$ cat config.mk
export PLATFORM = sky130hd
export DESIGN_NAME = dls_line_status
export DESIGN_NICKNAME = d
export VERILOG_FILES = /design/src/dls_pkg.sv /design/src/dls_line_status.sv
export VERILOG_INCLUDE_DIRS = /design/src
export SDC_FILE = /design/constraint.sdc
export NUM_CORES = 1
export LEC_CHECK = 0
export ABC_AREA = 1
export BUFFER_PORTS_ARGS = -buffer_cell sky130_fd_sc_hd__buf_2
export CORE_MARGIN = 3
export CORE_UTILIZATION = 40
export CTS_CLUSTER_SIZE = 20
export DETAILED_ROUTE_END_ITERATION = 6
export PLACE_DENSITY = 0.69
export SYNTH_ARGS = -nofsm -noshare
export SYNTH_HDL_FRONTEND = slang
export SYNTH_SLANG_ARGS = --single-unit
$ cat constraint.sdc
create_clock -name clk_i -period 5.1 [get_ports clk_i]
set_input_delay 0.255 -clock clk_i [delete_from_list [all_inputs] [get_ports clk_i]]
set_output_delay 0.255 -clock clk_i [all_outputs]
set_load 0.1 [all_outputs]
$ cat src/dls_defines.svh
`ifndef DLS_DEFINES_SVH
`define DLS_DEFINES_SVH

// ----------------------------------------------------------------------
// Register indices (byte address is four times the index)
// ----------------------------------------------------------------------
`define DLS_IDX_TERM 6'h05
`define DLS_IDX_BREAK 6'h06
`define DLS_IDX_MDM_IN 6'h07
`define DLS_IDX_MDM_OUT 6'h08
`define DLS_IDX_CB_TYPE 6'h09
`define DLS_IDX_CB_MODE 6'h0a
`define DLS_IDX_Q_SPACE 6'h0b
`define DLS_IDX_TX_DATA 6'h20
`define DLS_IDX_DRV_CTRL 6'h21
`define DLS_IDX_CONFIG 6'h22
`define DLS_IDX_BRK_LEN 6'h27

// ----------------------------------------------------------------------
// Field positions
// ----------------------------------------------------------------------
`define DLS_CFG_LINK 0
`define DLS_CFG_HALF 1
`define DLS_CFG_CONN 2
`define DLS_CFG_SUBST 3
`define DLS_DRV_RTS 0
`define DLS_DRV_DTR 1

// ----------------------------------------------------------------------
// Reset values
// ----------------------------------------------------------------------
`define DLS_RST_DRV 8'h00
`define DLS_RST_CFG 4'h0
`define DLS_RST_BRK_LEN 8'h01

// ----------------------------------------------------------------------
// Control block codes
// ----------------------------------------------------------------------
`define DLS_CB_NONE 8'h00
`define DLS_CB_BREAK 8'hfa
`define DLS_CB_ERROR 8'hfb
`define DLS_CB_EOL 8'hfc
`define DLS_CB_PROMPT 8'hfd
`define DLS_CB_HEADER 8'hfd
`define DLS_CB_BLK_END 8'hfe
`define DLS_MODE_NONE 8'h00
`define DLS_MODE_ONE 8'h01
`define DLS_MODE_FRAME 8'h01
`define DLS_MODE_PARITY 8'h02
`define DLS_MODE_FRPAR 8'h03
`define DLS_MODE_ETB 8'h01
`define DLS_MODE_ETX 8'h02

// ----------------------------------------------------------------------
// Queue reserve and timing
// ----------------------------------------------------------------------
`define DLS_CB_BYTES 2
`define DLS_CB_RESERVE 3
`define DLS_CLK_PERIOD_NS 5
`define DLS_BRK_UNIT_NS 10000
`define DLS_BRK_UNIT_CYC (`DLS_BRK_UNIT_NS / `DLS_CLK_PERIOD_NS)

`endif

$ cat src/dls_pkg.sv
package dls_pkg;

	typedef enum logic [3:0] {
		DLS_RX_NONE,
		DLS_RX_BREAK,
		DLS_RX_FRAME,
		DLS_RX_PARITY,
		DLS_RX_FRPAR,
		DLS_RX_EOL,
		DLS_RX_PROMPT,
		DLS_RX_ETB,
		DLS_RX_ETX,
		DLS_RX_HEADER
	} dls_rx_kind_t;

	// Report from the receive path when a host read ends.
	typedef struct packed {
		logic done;
		dls_rx_kind_t kind;
		logic transparent;
		logic [1:0] select;
		logic cmd_chan;
	} dls_rd_end_t;

	// One-cycle commands to the serial_io_engine.
	typedef struct packed {
		logic term_block;
		logic reverse_interrupt_reply;
		logic substitute_control_char;
		logic turnaround;
	} dls_link_cmd_t;

	typedef enum logic {
		DLS_BRK_IDLE,
		DLS_BRK_RUN
	} dls_brk_state_t;

	typedef struct packed {
		logic ack;
		logic [7:0] rdata;
		dls_brk_state_t brk_st;
		logic [19:0] brk_cnt;
		logic break_out;
		logic [7:0] drv;
		logic [3:0] cfg;
		logic [7:0] brk_len;
		logic rts_hd;
		logic [7:0] cb_type;
		logic [7:0] cb_mode;
		logic [7:0] tx_data;
		logic tx_valid;
		dls_link_cmd_t cmd;
		logic [7:0] mdm_out;
	} dls_state_t;

endpackage

$ cat src/dls_line_status.sv
`timescale 1ns/1ps
`include "dls_defines.svh"

module dls_line_status #(
	parameter int QW = 16,
	parameter int BRK_UNIT_CYC = `DLS_BRK_UNIT_CYC
) (
	input wire logic clk_i,
	input wire logic rst_i,
	input wire logic [7:0] wb_adr_i,
	input wire logic [31:0] wb_dat_i,
	input wire logic [3:0] wb_sel_i,
	input wire logic wb_we_i,
	input wire logic wb_cyc_i,
	input wire logic wb_stb_i,
	output logic [31:0] wb_dat_o,
	output logic wb_ack_o,
	input wire logic [4:0] modem_in_i,
	output logic [7:0] modem_out_o,
	output logic break_o,
	output logic [7:0] tx_data_o,
	output logic tx_valid_o,
	output dls_pkg::dls_link_cmd_t link_cmd_o,
	input wire dls_pkg::dls_rd_end_t rd_end_i,
	input wire logic inbound_block_i,
	input wire logic [QW-1:0] q_free_i
);
	import dls_pkg::*;

	// ------------------------------------------------------------------
	// Elaboration checks
	// ------------------------------------------------------------------
	generate
		if (QW < 8 || QW > 24) begin : g_bad_qw
			$error("Queue width must lie between 8 and 24 bits.");
		end
		if (BRK_UNIT_CYC < 1 || BRK_UNIT_CYC > 4095) begin : g_bad_unit
			$error("Break unit must lie between 1 and 4095 cycles.");
		end
		if (BRK_UNIT_CYC * 255 > 20'hfffff) begin : g_bad_span
			$error("Longest break must fit the 20-bit break counter.");
		end
	endgenerate

	localparam logic [19:0] UNIT = 20'(BRK_UNIT_CYC);
	localparam logic [QW-1:0] Q_RESERVE =
		QW'(`DLS_CB_RESERVE * `DLS_CB_BYTES);
	localparam logic [QW-1:0] Q_CAP = QW'(8'hff);

	// ------------------------------------------------------------------
	// Helpers
	// ------------------------------------------------------------------

	// Queue space is saturated to the 8-bit register; a queue that cannot
	// take three more control blocks is reported as full.
	function automatic logic [7:0] q_space(input logic [QW-1:0] free);
		logic [7:0] r;
		r = 8'h00;
		if (free < Q_RESERVE) begin
			r = 8'h00;
		end else if (free > Q_CAP) begin
			r = 8'hff;
		end else begin
			r = free[7:0];
		end
		return r;
	endfunction

	// True when a taken write lands on the given register index.
	function automatic logic hits(input logic w, input logic [5:0] a,
		input logic [5:0] target);
		return w && (a == target);
	endfunction

	// Break length in clock cycles; a length of zero is served as one
	// unit, so a break request is never dropped.
	function automatic logic [19:0] brk_cycles(input logic [7:0] len);
		logic [19:0] r;
		r = UNIT;
		if (len != 8'h00) begin
			r = 20'(len * UNIT);
		end
		return r;
	endfunction

	// Encodes the block that ended a read into type (high byte) and mode.
	function automatic logic [15:0] cb_encode(input dls_rd_end_t e,
		input logic link, input logic subst);
		logic [15:0] r;
		r = {`DLS_CB_NONE, `DLS_MODE_NONE};
		// Async mode reports line events; link mode reports block ends.
		if (!link) begin
			case (e.kind)
			DLS_RX_BREAK: begin
				r = {`DLS_CB_BREAK, `DLS_MODE_NONE};
			end
			DLS_RX_FRAME: begin
				if (!subst) begin
					r = {`DLS_CB_ERROR, `DLS_MODE_FRAME};
				end
			end
			DLS_RX_PARITY: begin
				if (!subst) begin
					r = {`DLS_CB_ERROR, `DLS_MODE_PARITY};
				end
			end
			DLS_RX_FRPAR: begin
				if (!subst) begin
					r = {`DLS_CB_ERROR, `DLS_MODE_FRPAR};
				end
			end
			DLS_RX_EOL: begin
				r = {`DLS_CB_EOL, `DLS_MODE_ONE};
			end
			DLS_RX_PROMPT: begin
				r = {`DLS_CB_PROMPT, `DLS_MODE_ONE};
			end
			default: begin
				r = {`DLS_CB_NONE, `DLS_MODE_NONE};
			end
			endcase
		end else begin
			case (e.kind)
			DLS_RX_ETB: begin
				r = {`DLS_CB_BLK_END, `DLS_MODE_ETB};
			end
			DLS_RX_ETX: begin
				r = {`DLS_CB_BLK_END, `DLS_MODE_ETX};
			end
			DLS_RX_HEADER: begin
				// Mode bit 3 set marks the command channel.
				r = {`DLS_CB_HEADER, 4'h0, e.cmd_chan, e.select,
					e.transparent};
			end
			default: begin
				r = {`DLS_CB_NONE, `DLS_MODE_NONE};
			end
			endcase
		end
		return r;
	endfunction

	// ------------------------------------------------------------------
	// State
	// ------------------------------------------------------------------
	// All state lives in one struct, so reset and hold treat it alike.
	dls_state_t s_q;
	dls_state_t s_d;

	logic [5:0] idx;
	logic req;
	logic wr;
	logic brk_wr;
	logic link;
	logic half;
	logic conn;
	logic [19:0] brk_total;
	logic [15:0] cb_code;
	logic rts_now;

	// ------------------------------------------------------------------
	// Bus decode
	// ------------------------------------------------------------------
	// A request is taken only while the acknowledge is low, so a master
	// that holds its strobe through the acknowledge is served once.
	assign idx = wb_adr_i[7:2];
	assign req = wb_cyc_i & wb_stb_i & ~s_q.ack;
	assign wr = req & wb_we_i & wb_sel_i[0];
	assign brk_wr = hits(wr, idx, `DLS_IDX_BREAK);
	assign link = s_q.cfg[`DLS_CFG_LINK];
	assign half = s_q.cfg[`DLS_CFG_HALF];
	assign conn = s_q.cfg[`DLS_CFG_CONN];
	assign brk_total = brk_cycles(s_q.brk_len);
	// Substitution hides error blocks but leaves break reports intact.
	assign cb_code = cb_encode(rd_end_i, link, s_q.cfg[`DLS_CFG_SUBST]);
	// In half duplex the software RTS bit is ignored and only the
	// transfer latch drives the line.
	assign rts_now = half ? s_q.rts_hd : s_q.drv[`DLS_DRV_RTS];

	// ------------------------------------------------------------------
	// Next state
	// ------------------------------------------------------------------
	always_comb begin
		s_d = s_q;
		// The acknowledge follows every taken request by one cycle.
		s_d.ack = req;
		// Link commands and the transmit strobe are one-cycle pulses.
		s_d.tx_valid = 1'b0;
		s_d.cmd = '0;

		// Read data is captured with the acknowledge; unmapped reads 0.
		// Reads have no side effects, so a repeated read is harmless.
		if (req && !wb_we_i) begin
			case (idx)
			`DLS_IDX_BREAK: begin
				s_d.rdata = {7'h00, s_q.brk_st == DLS_BRK_RUN};
			end
			`DLS_IDX_MDM_IN: begin
				s_d.rdata = {3'h0, modem_in_i};
			end
			`DLS_IDX_MDM_OUT: begin
				s_d.rdata = s_q.mdm_out;
			end
			`DLS_IDX_CB_TYPE: begin
				s_d.rdata = s_q.cb_type;
			end
			`DLS_IDX_CB_MODE: begin
				s_d.rdata = s_q.cb_mode;
			end
			`DLS_IDX_Q_SPACE: begin
				s_d.rdata = q_space(q_free_i);
			end
			`DLS_IDX_DRV_CTRL: begin
				s_d.rdata = s_q.drv;
			end
			`DLS_IDX_CONFIG: begin
				s_d.rdata = {4'h0, s_q.cfg};
			end
			`DLS_IDX_BRK_LEN: begin
				s_d.rdata = s_q.brk_len;
			end
			default: begin
				s_d.rdata = 8'h00;
			end
			endcase
		end

		// Writes with byte lane 0 disabled are acknowledged but change
		// nothing, as every register lives in that lane.
		if (wr) begin
			case (idx)
			`DLS_IDX_TERM: begin
				// A full-duplex async line keeps the line: no action.
				if (link) begin
					s_d.cmd.term_block = 1'b1;
				end else if (half) begin
					s_d.cmd.turnaround = 1'b1;
					s_d.rts_hd = 1'b0;
				end
			end
			`DLS_IDX_BREAK: begin
				// The written value carries no meaning. In link mode a waiting inbound
				// block takes the reply; otherwise the next outbound block
				// carries the substitute character.
				if (link) begin
					if (inbound_block_i) begin
						s_d.cmd.reverse_interrupt_reply = 1'b1;
					end else begin
						s_d.cmd.substitute_control_char = 1'b1;
					end
				end else begin
					s_d.brk_st = DLS_BRK_RUN;
					s_d.brk_cnt = brk_total;
				end
			end
			`DLS_IDX_TX_DATA: begin
				// Each outbound byte reclaims the line; in full duplex the
				// latch is held but not used.
				s_d.tx_data = wb_dat_i[7:0];
				s_d.tx_valid = 1'b1;
				s_d.rts_hd = 1'b1;
			end
			`DLS_IDX_DRV_CTRL: begin
				s_d.drv = wb_dat_i[7:0];
			end
			`DLS_IDX_CONFIG: begin
				s_d.cfg = wb_dat_i[3:0];
			end
			`DLS_IDX_BRK_LEN: begin
				s_d.brk_len = wb_dat_i[7:0];
			end
			default: begin
			end
			endcase
		end

		// A break already running is restarted by a new request above;
		// otherwise it counts down and clears pending on its own. The
		// counter is loaded with the full length, the line follows one
		// cycle later and is held for exactly that many cycles, so
		// pending and the line clear at the same edge.
		case (s_q.brk_st)
		DLS_BRK_IDLE: begin
			s_d.break_out = 1'b0;
		end
		DLS_BRK_RUN: begin
			s_d.break_out = 1'b1;
			if (!brk_wr) begin
				if (s_q.brk_cnt == 20'h00000) begin
					s_d.brk_st = DLS_BRK_IDLE;
					s_d.break_out = 1'b0;
					s_d.brk_cnt = 20'h00000;
				end else begin
					s_d.brk_cnt = s_q.brk_cnt - 20'h00001;
				end
			end
		end
		default: begin
			s_d.brk_st = DLS_BRK_IDLE;
		end
		endcase

		if (rd_end_i.done) begin
			s_d.cb_type = cb_code[15:8];
			s_d.cb_mode = cb_code[7:0];
		end

		// Until the line is connected every driver stays inactive.
		// The image lags the control registers by one cycle, which keeps
		// the port straight from a flip-flop.
		if (conn) begin
			s_d.mdm_out = {s_q.drv[7:1], rts_now};
		end else begin
			s_d.mdm_out = `DLS_RST_DRV;
		end
	end

	// ------------------------------------------------------------------
	// Registers
	// ------------------------------------------------------------------
	// Reset is synchronous; the struct is cleared first and the fields
	// with named reset values are then set.
	always_ff @(posedge clk_i) begin
		if (rst_i) begin
			s_q <= '0;
			s_q.brk_st <= DLS_BRK_IDLE;
			s_q.drv <= `DLS_RST_DRV;
			s_q.cfg <= `DLS_RST_CFG;
			s_q.brk_len <= `DLS_RST_BRK_LEN;
			// The latch starts set, so a half-duplex async line belongs to this
			// side until the first terminate gives it up.
			s_q.rts_hd <= 1'b1;
			s_q.cb_type <= `DLS_CB_NONE;
			s_q.cb_mode <= `DLS_MODE_NONE;
			s_q.mdm_out <= `DLS_RST_DRV;
		end else begin
			s_q <= s_d;
		end
	end

	// ------------------------------------------------------------------
	// Outputs
	// ------------------------------------------------------------------
	assign wb_ack_o = s_q.ack;
	// No register is wider than eight bits, so the upper lanes read zero.
	assign wb_dat_o = {24'h000000, s_q.rdata};
	assign modem_out_o = s_q.mdm_out;
	assign break_o = s_q.break_out;
	assign tx_data_o = s_q.tx_data;
	assign tx_valid_o = s_q.tx_valid;
	assign link_cmd_o = s_q.cmd;

endmodule

==> results.md <==
| Quantity | Reported |
|:---|:---|
| Status | finished clean |
| Fraction of final layout cells with drive strength greater than 1 | 12.7% |
| Final net count | 1132 |
| Crit-path max FO | 7 |
| Top FF cell, synth | sky130_fd_sc_hd__dfxtp_1 |
| Slew at the pin closest to its max-slew limit | 632 ps |
| Final critical-path required period | 4010 ps |
| Final Skew | 9.60 ps |
| Most area-hungry cell type in the Yosys netlist | sky130_fd_sc_hd__dfxtp_1 |
| Minimum setup slack in the final design | 1090 ps |
| Die Span X | 131 um |
| Layer with the highest usage after global routing | met2 |
| CP max stage cell | sky130_fd_sc_hd__dfxtp_1 |
| CP Launch Point | s_q[44] |
| Fmax | 249 MHz |
| Number of buffers on the longest clock path | 2 |
| TritonCTS clock tree | done |
| Sort of element at the start of the critical path | flip-flop |
| Total of warnings raised by yosys | 0 |
| Largest net degree at the start of global routing | 45 |
| Tot Pwr | 1.43 mW |
| Die Area | 17200 um2 |
| Worst setup path class | flip-flop to flip-flop |
| Power Dens Cells | 208 nW/um2 |
| Filler-free cell count of the finished design | 1203 |
| Peak supply drop | 0.000187 V |
| Initial DRC count | 294 |
| Via count of the first global-routing pass | 5120 |
| Top-level port count | 135 |
| Clock input transition at the sequential cells of the worst setup and hold paths | 60 ps |
| Final Util | 44.9% |
| H-tree levels | 3 |
| Starting density of the core | 41.0% |
| Async set or reset register ratio after synthesis | 0% |
| Antenna violations before repair | 0 |
| Cell row count | 45 |
| Placeable core area | 15300 um2 |
| Required time at the worst-slack endpoint | 5380 ps |
| Routed vias/inst | 4.72 |
| Count of state elements after synthesis | 81 |
| Global-route met1 utilization | 23.3% |
| Ant. Diodes | 0 |
| Clock root cell | sky130_fd_sc_hd__clkbuf_16 |
| Max-slew violations | 0 |
| Total detailed-routing wirelength | 14800 um |
| Number of input and output port buffers inserted | 81 |
| Cell area reported after detailed placement | 6570 um2 |
| Clock sinks | 81 |
| Number of violations of the max-capacitance limit | 0 |
| Post-CTS Setup Bufs | 0 |
| Clk Latency, worst-skew pair | 340 ps |
| Wire length of the first global-routing pass | 23800 um |
| Post-synthesis instance area | 6260 um2 |
| Slowest cell delay on critical path | 540 ps |
| Sum of negative setup slack | 0 ps |
| GPL Wtd Cong | 0.887 |
| Number of unique standard cell types used by synthesis | 37 |
| Top cells by area in the synthesized netlist | sky130_fd_sc_hd__dfxtp_1, sky130_fd_sc_hd__nand2_1, sky130_fd_sc_hd__ha_1 |
| Cts-stage hold buffer count | 0 |
| Mean area per synthesized cell | 6.68 um2 |
| Final setup violation count | 0 |
| Cell Count Post-Placement | 1187 |
| Normalized max-slew margin | 57.8% |
| Static leakage power | 3.46 nW |
| Area grow syn2layout | 9.62% |
| Worst min-delay path class | input pin to flip-flop |
| Nature of the critical path endpoint | flip-flop |
| Number of nets with antenna violations after detailed routing | 0 |
| Met3 track demand over resource in global routing | 3.57% |
| Post-synthesis sequential area ratio | 25.9% |
| Startpoint of the tightest hold check path | inbound_block_i |
| Share of the synthesized area in the top cell type | 25.9% |
| Via count of the routed design | 5680 |
| Met2 global-route usage | 28.3% |
| Number of enable-type register cells in the synthesized netlist | 0 |
| Design area | 6860 um2 |
| # DRC | 0 |
| Height of the die | 131 um |
| Worst setup slack before clock tree synthesis | 1070 ps |
| Post-DP HPWL | 11800 um |
| Gate count of the mapped netlist | 936 |
| Number of instances resized during post-cts repair | 0 |
| Setup repair after global routing missed its margin | no |
| Number of hold violations in the final report | 0 |
| Most numerous cell on the critical path | sky130_fd_sc_hd__nor2_1 |
| Worst-case hold slack | 97.1 ps |
| Overflow left after global routing | 0 |
| Drt pass-1 iters | 6 |
| GRT Overall Usage | 17.2% |
| Routed wire length per instance | 12.3 um |
| R2R Path Start | s_q[44] |
| Cells traversed along the worst timing path | inv_1 > fa_1 > inv_1 > fa_1 > fa_1 > ha_1 > ha_1 > nand2_1 > nor2_1 > nand3_1 > nand4_1 > nand2_1 > nor2_1 > nor2_1 > nor2_1 |
| CTS buffer count | 9 |
| WP data arrival | 4290 ps |
| Final period util | 78.7% |
==> logic make-up after synthesis <==
| logic type | Yosys count | synth area share [%] |
|---|---|---|
| xor gates and xnor gates | 11 | 1.54 |
| adders and majority gates | 65 | 15.5 |
| buffers and inverters | 200 | 15.3 |
| DFF | 81 | 25.9 |
| other | 1 | 0.0599 |
| muxes | 1 | 0.160 |
| AOI/OAI and AO/OA | 125 | 10.4 |
| and+or+nand+nor | 452 | 31.1 |
==> flip-flops by register name, summed over array words and instances, names as in the netlist <==
signal       count
wb_ack_o         1
tx_data_o        8
s_q             47
link_cmd_o       4
half             1
modem_out_o      8
wb_dat_o         8
conn             1
break_o          1
tx_valid_o       1
link             1
==> routing by layer <==
metal	routed length (um)	vias to the layer above
met4	175	0
met3	706	13
met1	7110	2574
li1	-	2967
met5	0	-
met2	6830	126
==> synthesized netlist by cell type, types with 2 or more instances <==
library cell / instances
sky130_fd_sc_hd__o21bai_1: 3
sky130_fd_sc_hd__or2_2: 3
sky130_fd_sc_hd__nor2_4: 6
sky130_fd_sc_hd__nor4_1: 3
sky130_fd_sc_hd__nand3_2: 2
sky130_fd_sc_hd__buf_2: 4
sky130_fd_sc_hd__inv_2: 4
sky130_fd_sc_hd__clkbuf_1: 8
sky130_fd_sc_hd__nand4_1: 10
sky130_fd_sc_hd__o21ai_0: 54
sky130_fd_sc_hd__buf_4: 52
sky130_fd_sc_hd__o21ai_1: 4
sky130_fd_sc_hd__dfxtp_1: 81
sky130_fd_sc_hd__nand2_2: 3
sky130_fd_sc_hd__fa_1: 21
sky130_fd_sc_hd__nand2_1: 210
sky130_fd_sc_hd__xor2_1: 7
sky130_fd_sc_hd__nor2_1: 141
sky130_fd_sc_hd__a31oi_1: 4
sky130_fd_sc_hd__xnor2_1: 4
sky130_fd_sc_hd__nand2_4: 3
sky130_fd_sc_hd__ha_1: 44
sky130_fd_sc_hd__o211ai_1: 3
sky130_fd_sc_hd__a21oi_1: 54
sky130_fd_sc_hd__inv_1: 131
sky130_fd_sc_hd__nand3b_1: 7
sky130_fd_sc_hd__nand3_1: 54
sky130_fd_sc_hd__nor2_2: 7
==> report_power, final <==
group / internal (mW) / total (mW) / switching (mW)
Combinational: 0.0298 / 0.162 / 0.132
Sequential: 0.637 / 0.639 / 0.00269
Clock: 0.349 / 0.626 / 0.278
Total: 1.02 / 1.43 / 0.412
==> placed cells by master (no fill, tap or decap), types with 4 or more instances in the layout <==
cell                        instances
sky130_fd_sc_hd__conb_1            24
sky130_fd_sc_hd__buf_2             81
sky130_fd_sc_hd__nand2_1          210
sky130_fd_sc_hd__xor2_1             7
sky130_fd_sc_hd__nand3_1           54
sky130_fd_sc_hd__inv_1            131
sky130_fd_sc_hd__inv_2              4
sky130_fd_sc_hd__clkbuf_16          9
sky130_fd_sc_hd__o21ai_0           54
sky130_fd_sc_hd__ha_1              44
sky130_fd_sc_hd__nor2_2             7
sky130_fd_sc_hd__xnor2_1            4
sky130_fd_sc_hd__a21oi_1           54
sky130_fd_sc_hd__nand3b_1           7
sky130_fd_sc_hd__a31oi_1            4
sky130_fd_sc_hd__o21ai_1            4
sky130_fd_sc_hd__fa_1              21
sky130_fd_sc_hd__dfxtp_1           81
sky130_fd_sc_hd__nor2_4             6
sky130_fd_sc_hd__nor2_1           141
sky130_fd_sc_hd__nand4_1           10
==> worst max-delay path: cells and delay by family (launching register included) <==
kind          cells  cell delay [ps]
flops             1              540
fa+ha+maj         5             2220
buf+inv           2              290
simple gates      8              880
==> path summary, 6_finish.rpt <==
kind	slack, ps	depth (start not counted)	end
worst max-delay path	1090	15	s_q[77]
worst min-delay path	100	2	link_cmd_o[1]
worst max register to register	1090	15	s_q[77]
worst min register to register	460	2	modem_out_o[1]
==> area by class of cell <==
cell class | instances | area (um2)
Inverter | 135 | 507
Clock inverter | 6 | 51.3
Fill cell | 1615 | 8400
Multi-Input combinational cell | 678 | 3760
Sequential cell | 81 | 1620
Tap cell | 211 | 264
Timing Repair Buffer | 82 | 413
Clock buffer | 10 | 239
No activity file was read; power rests on OpenSTA's default activity.
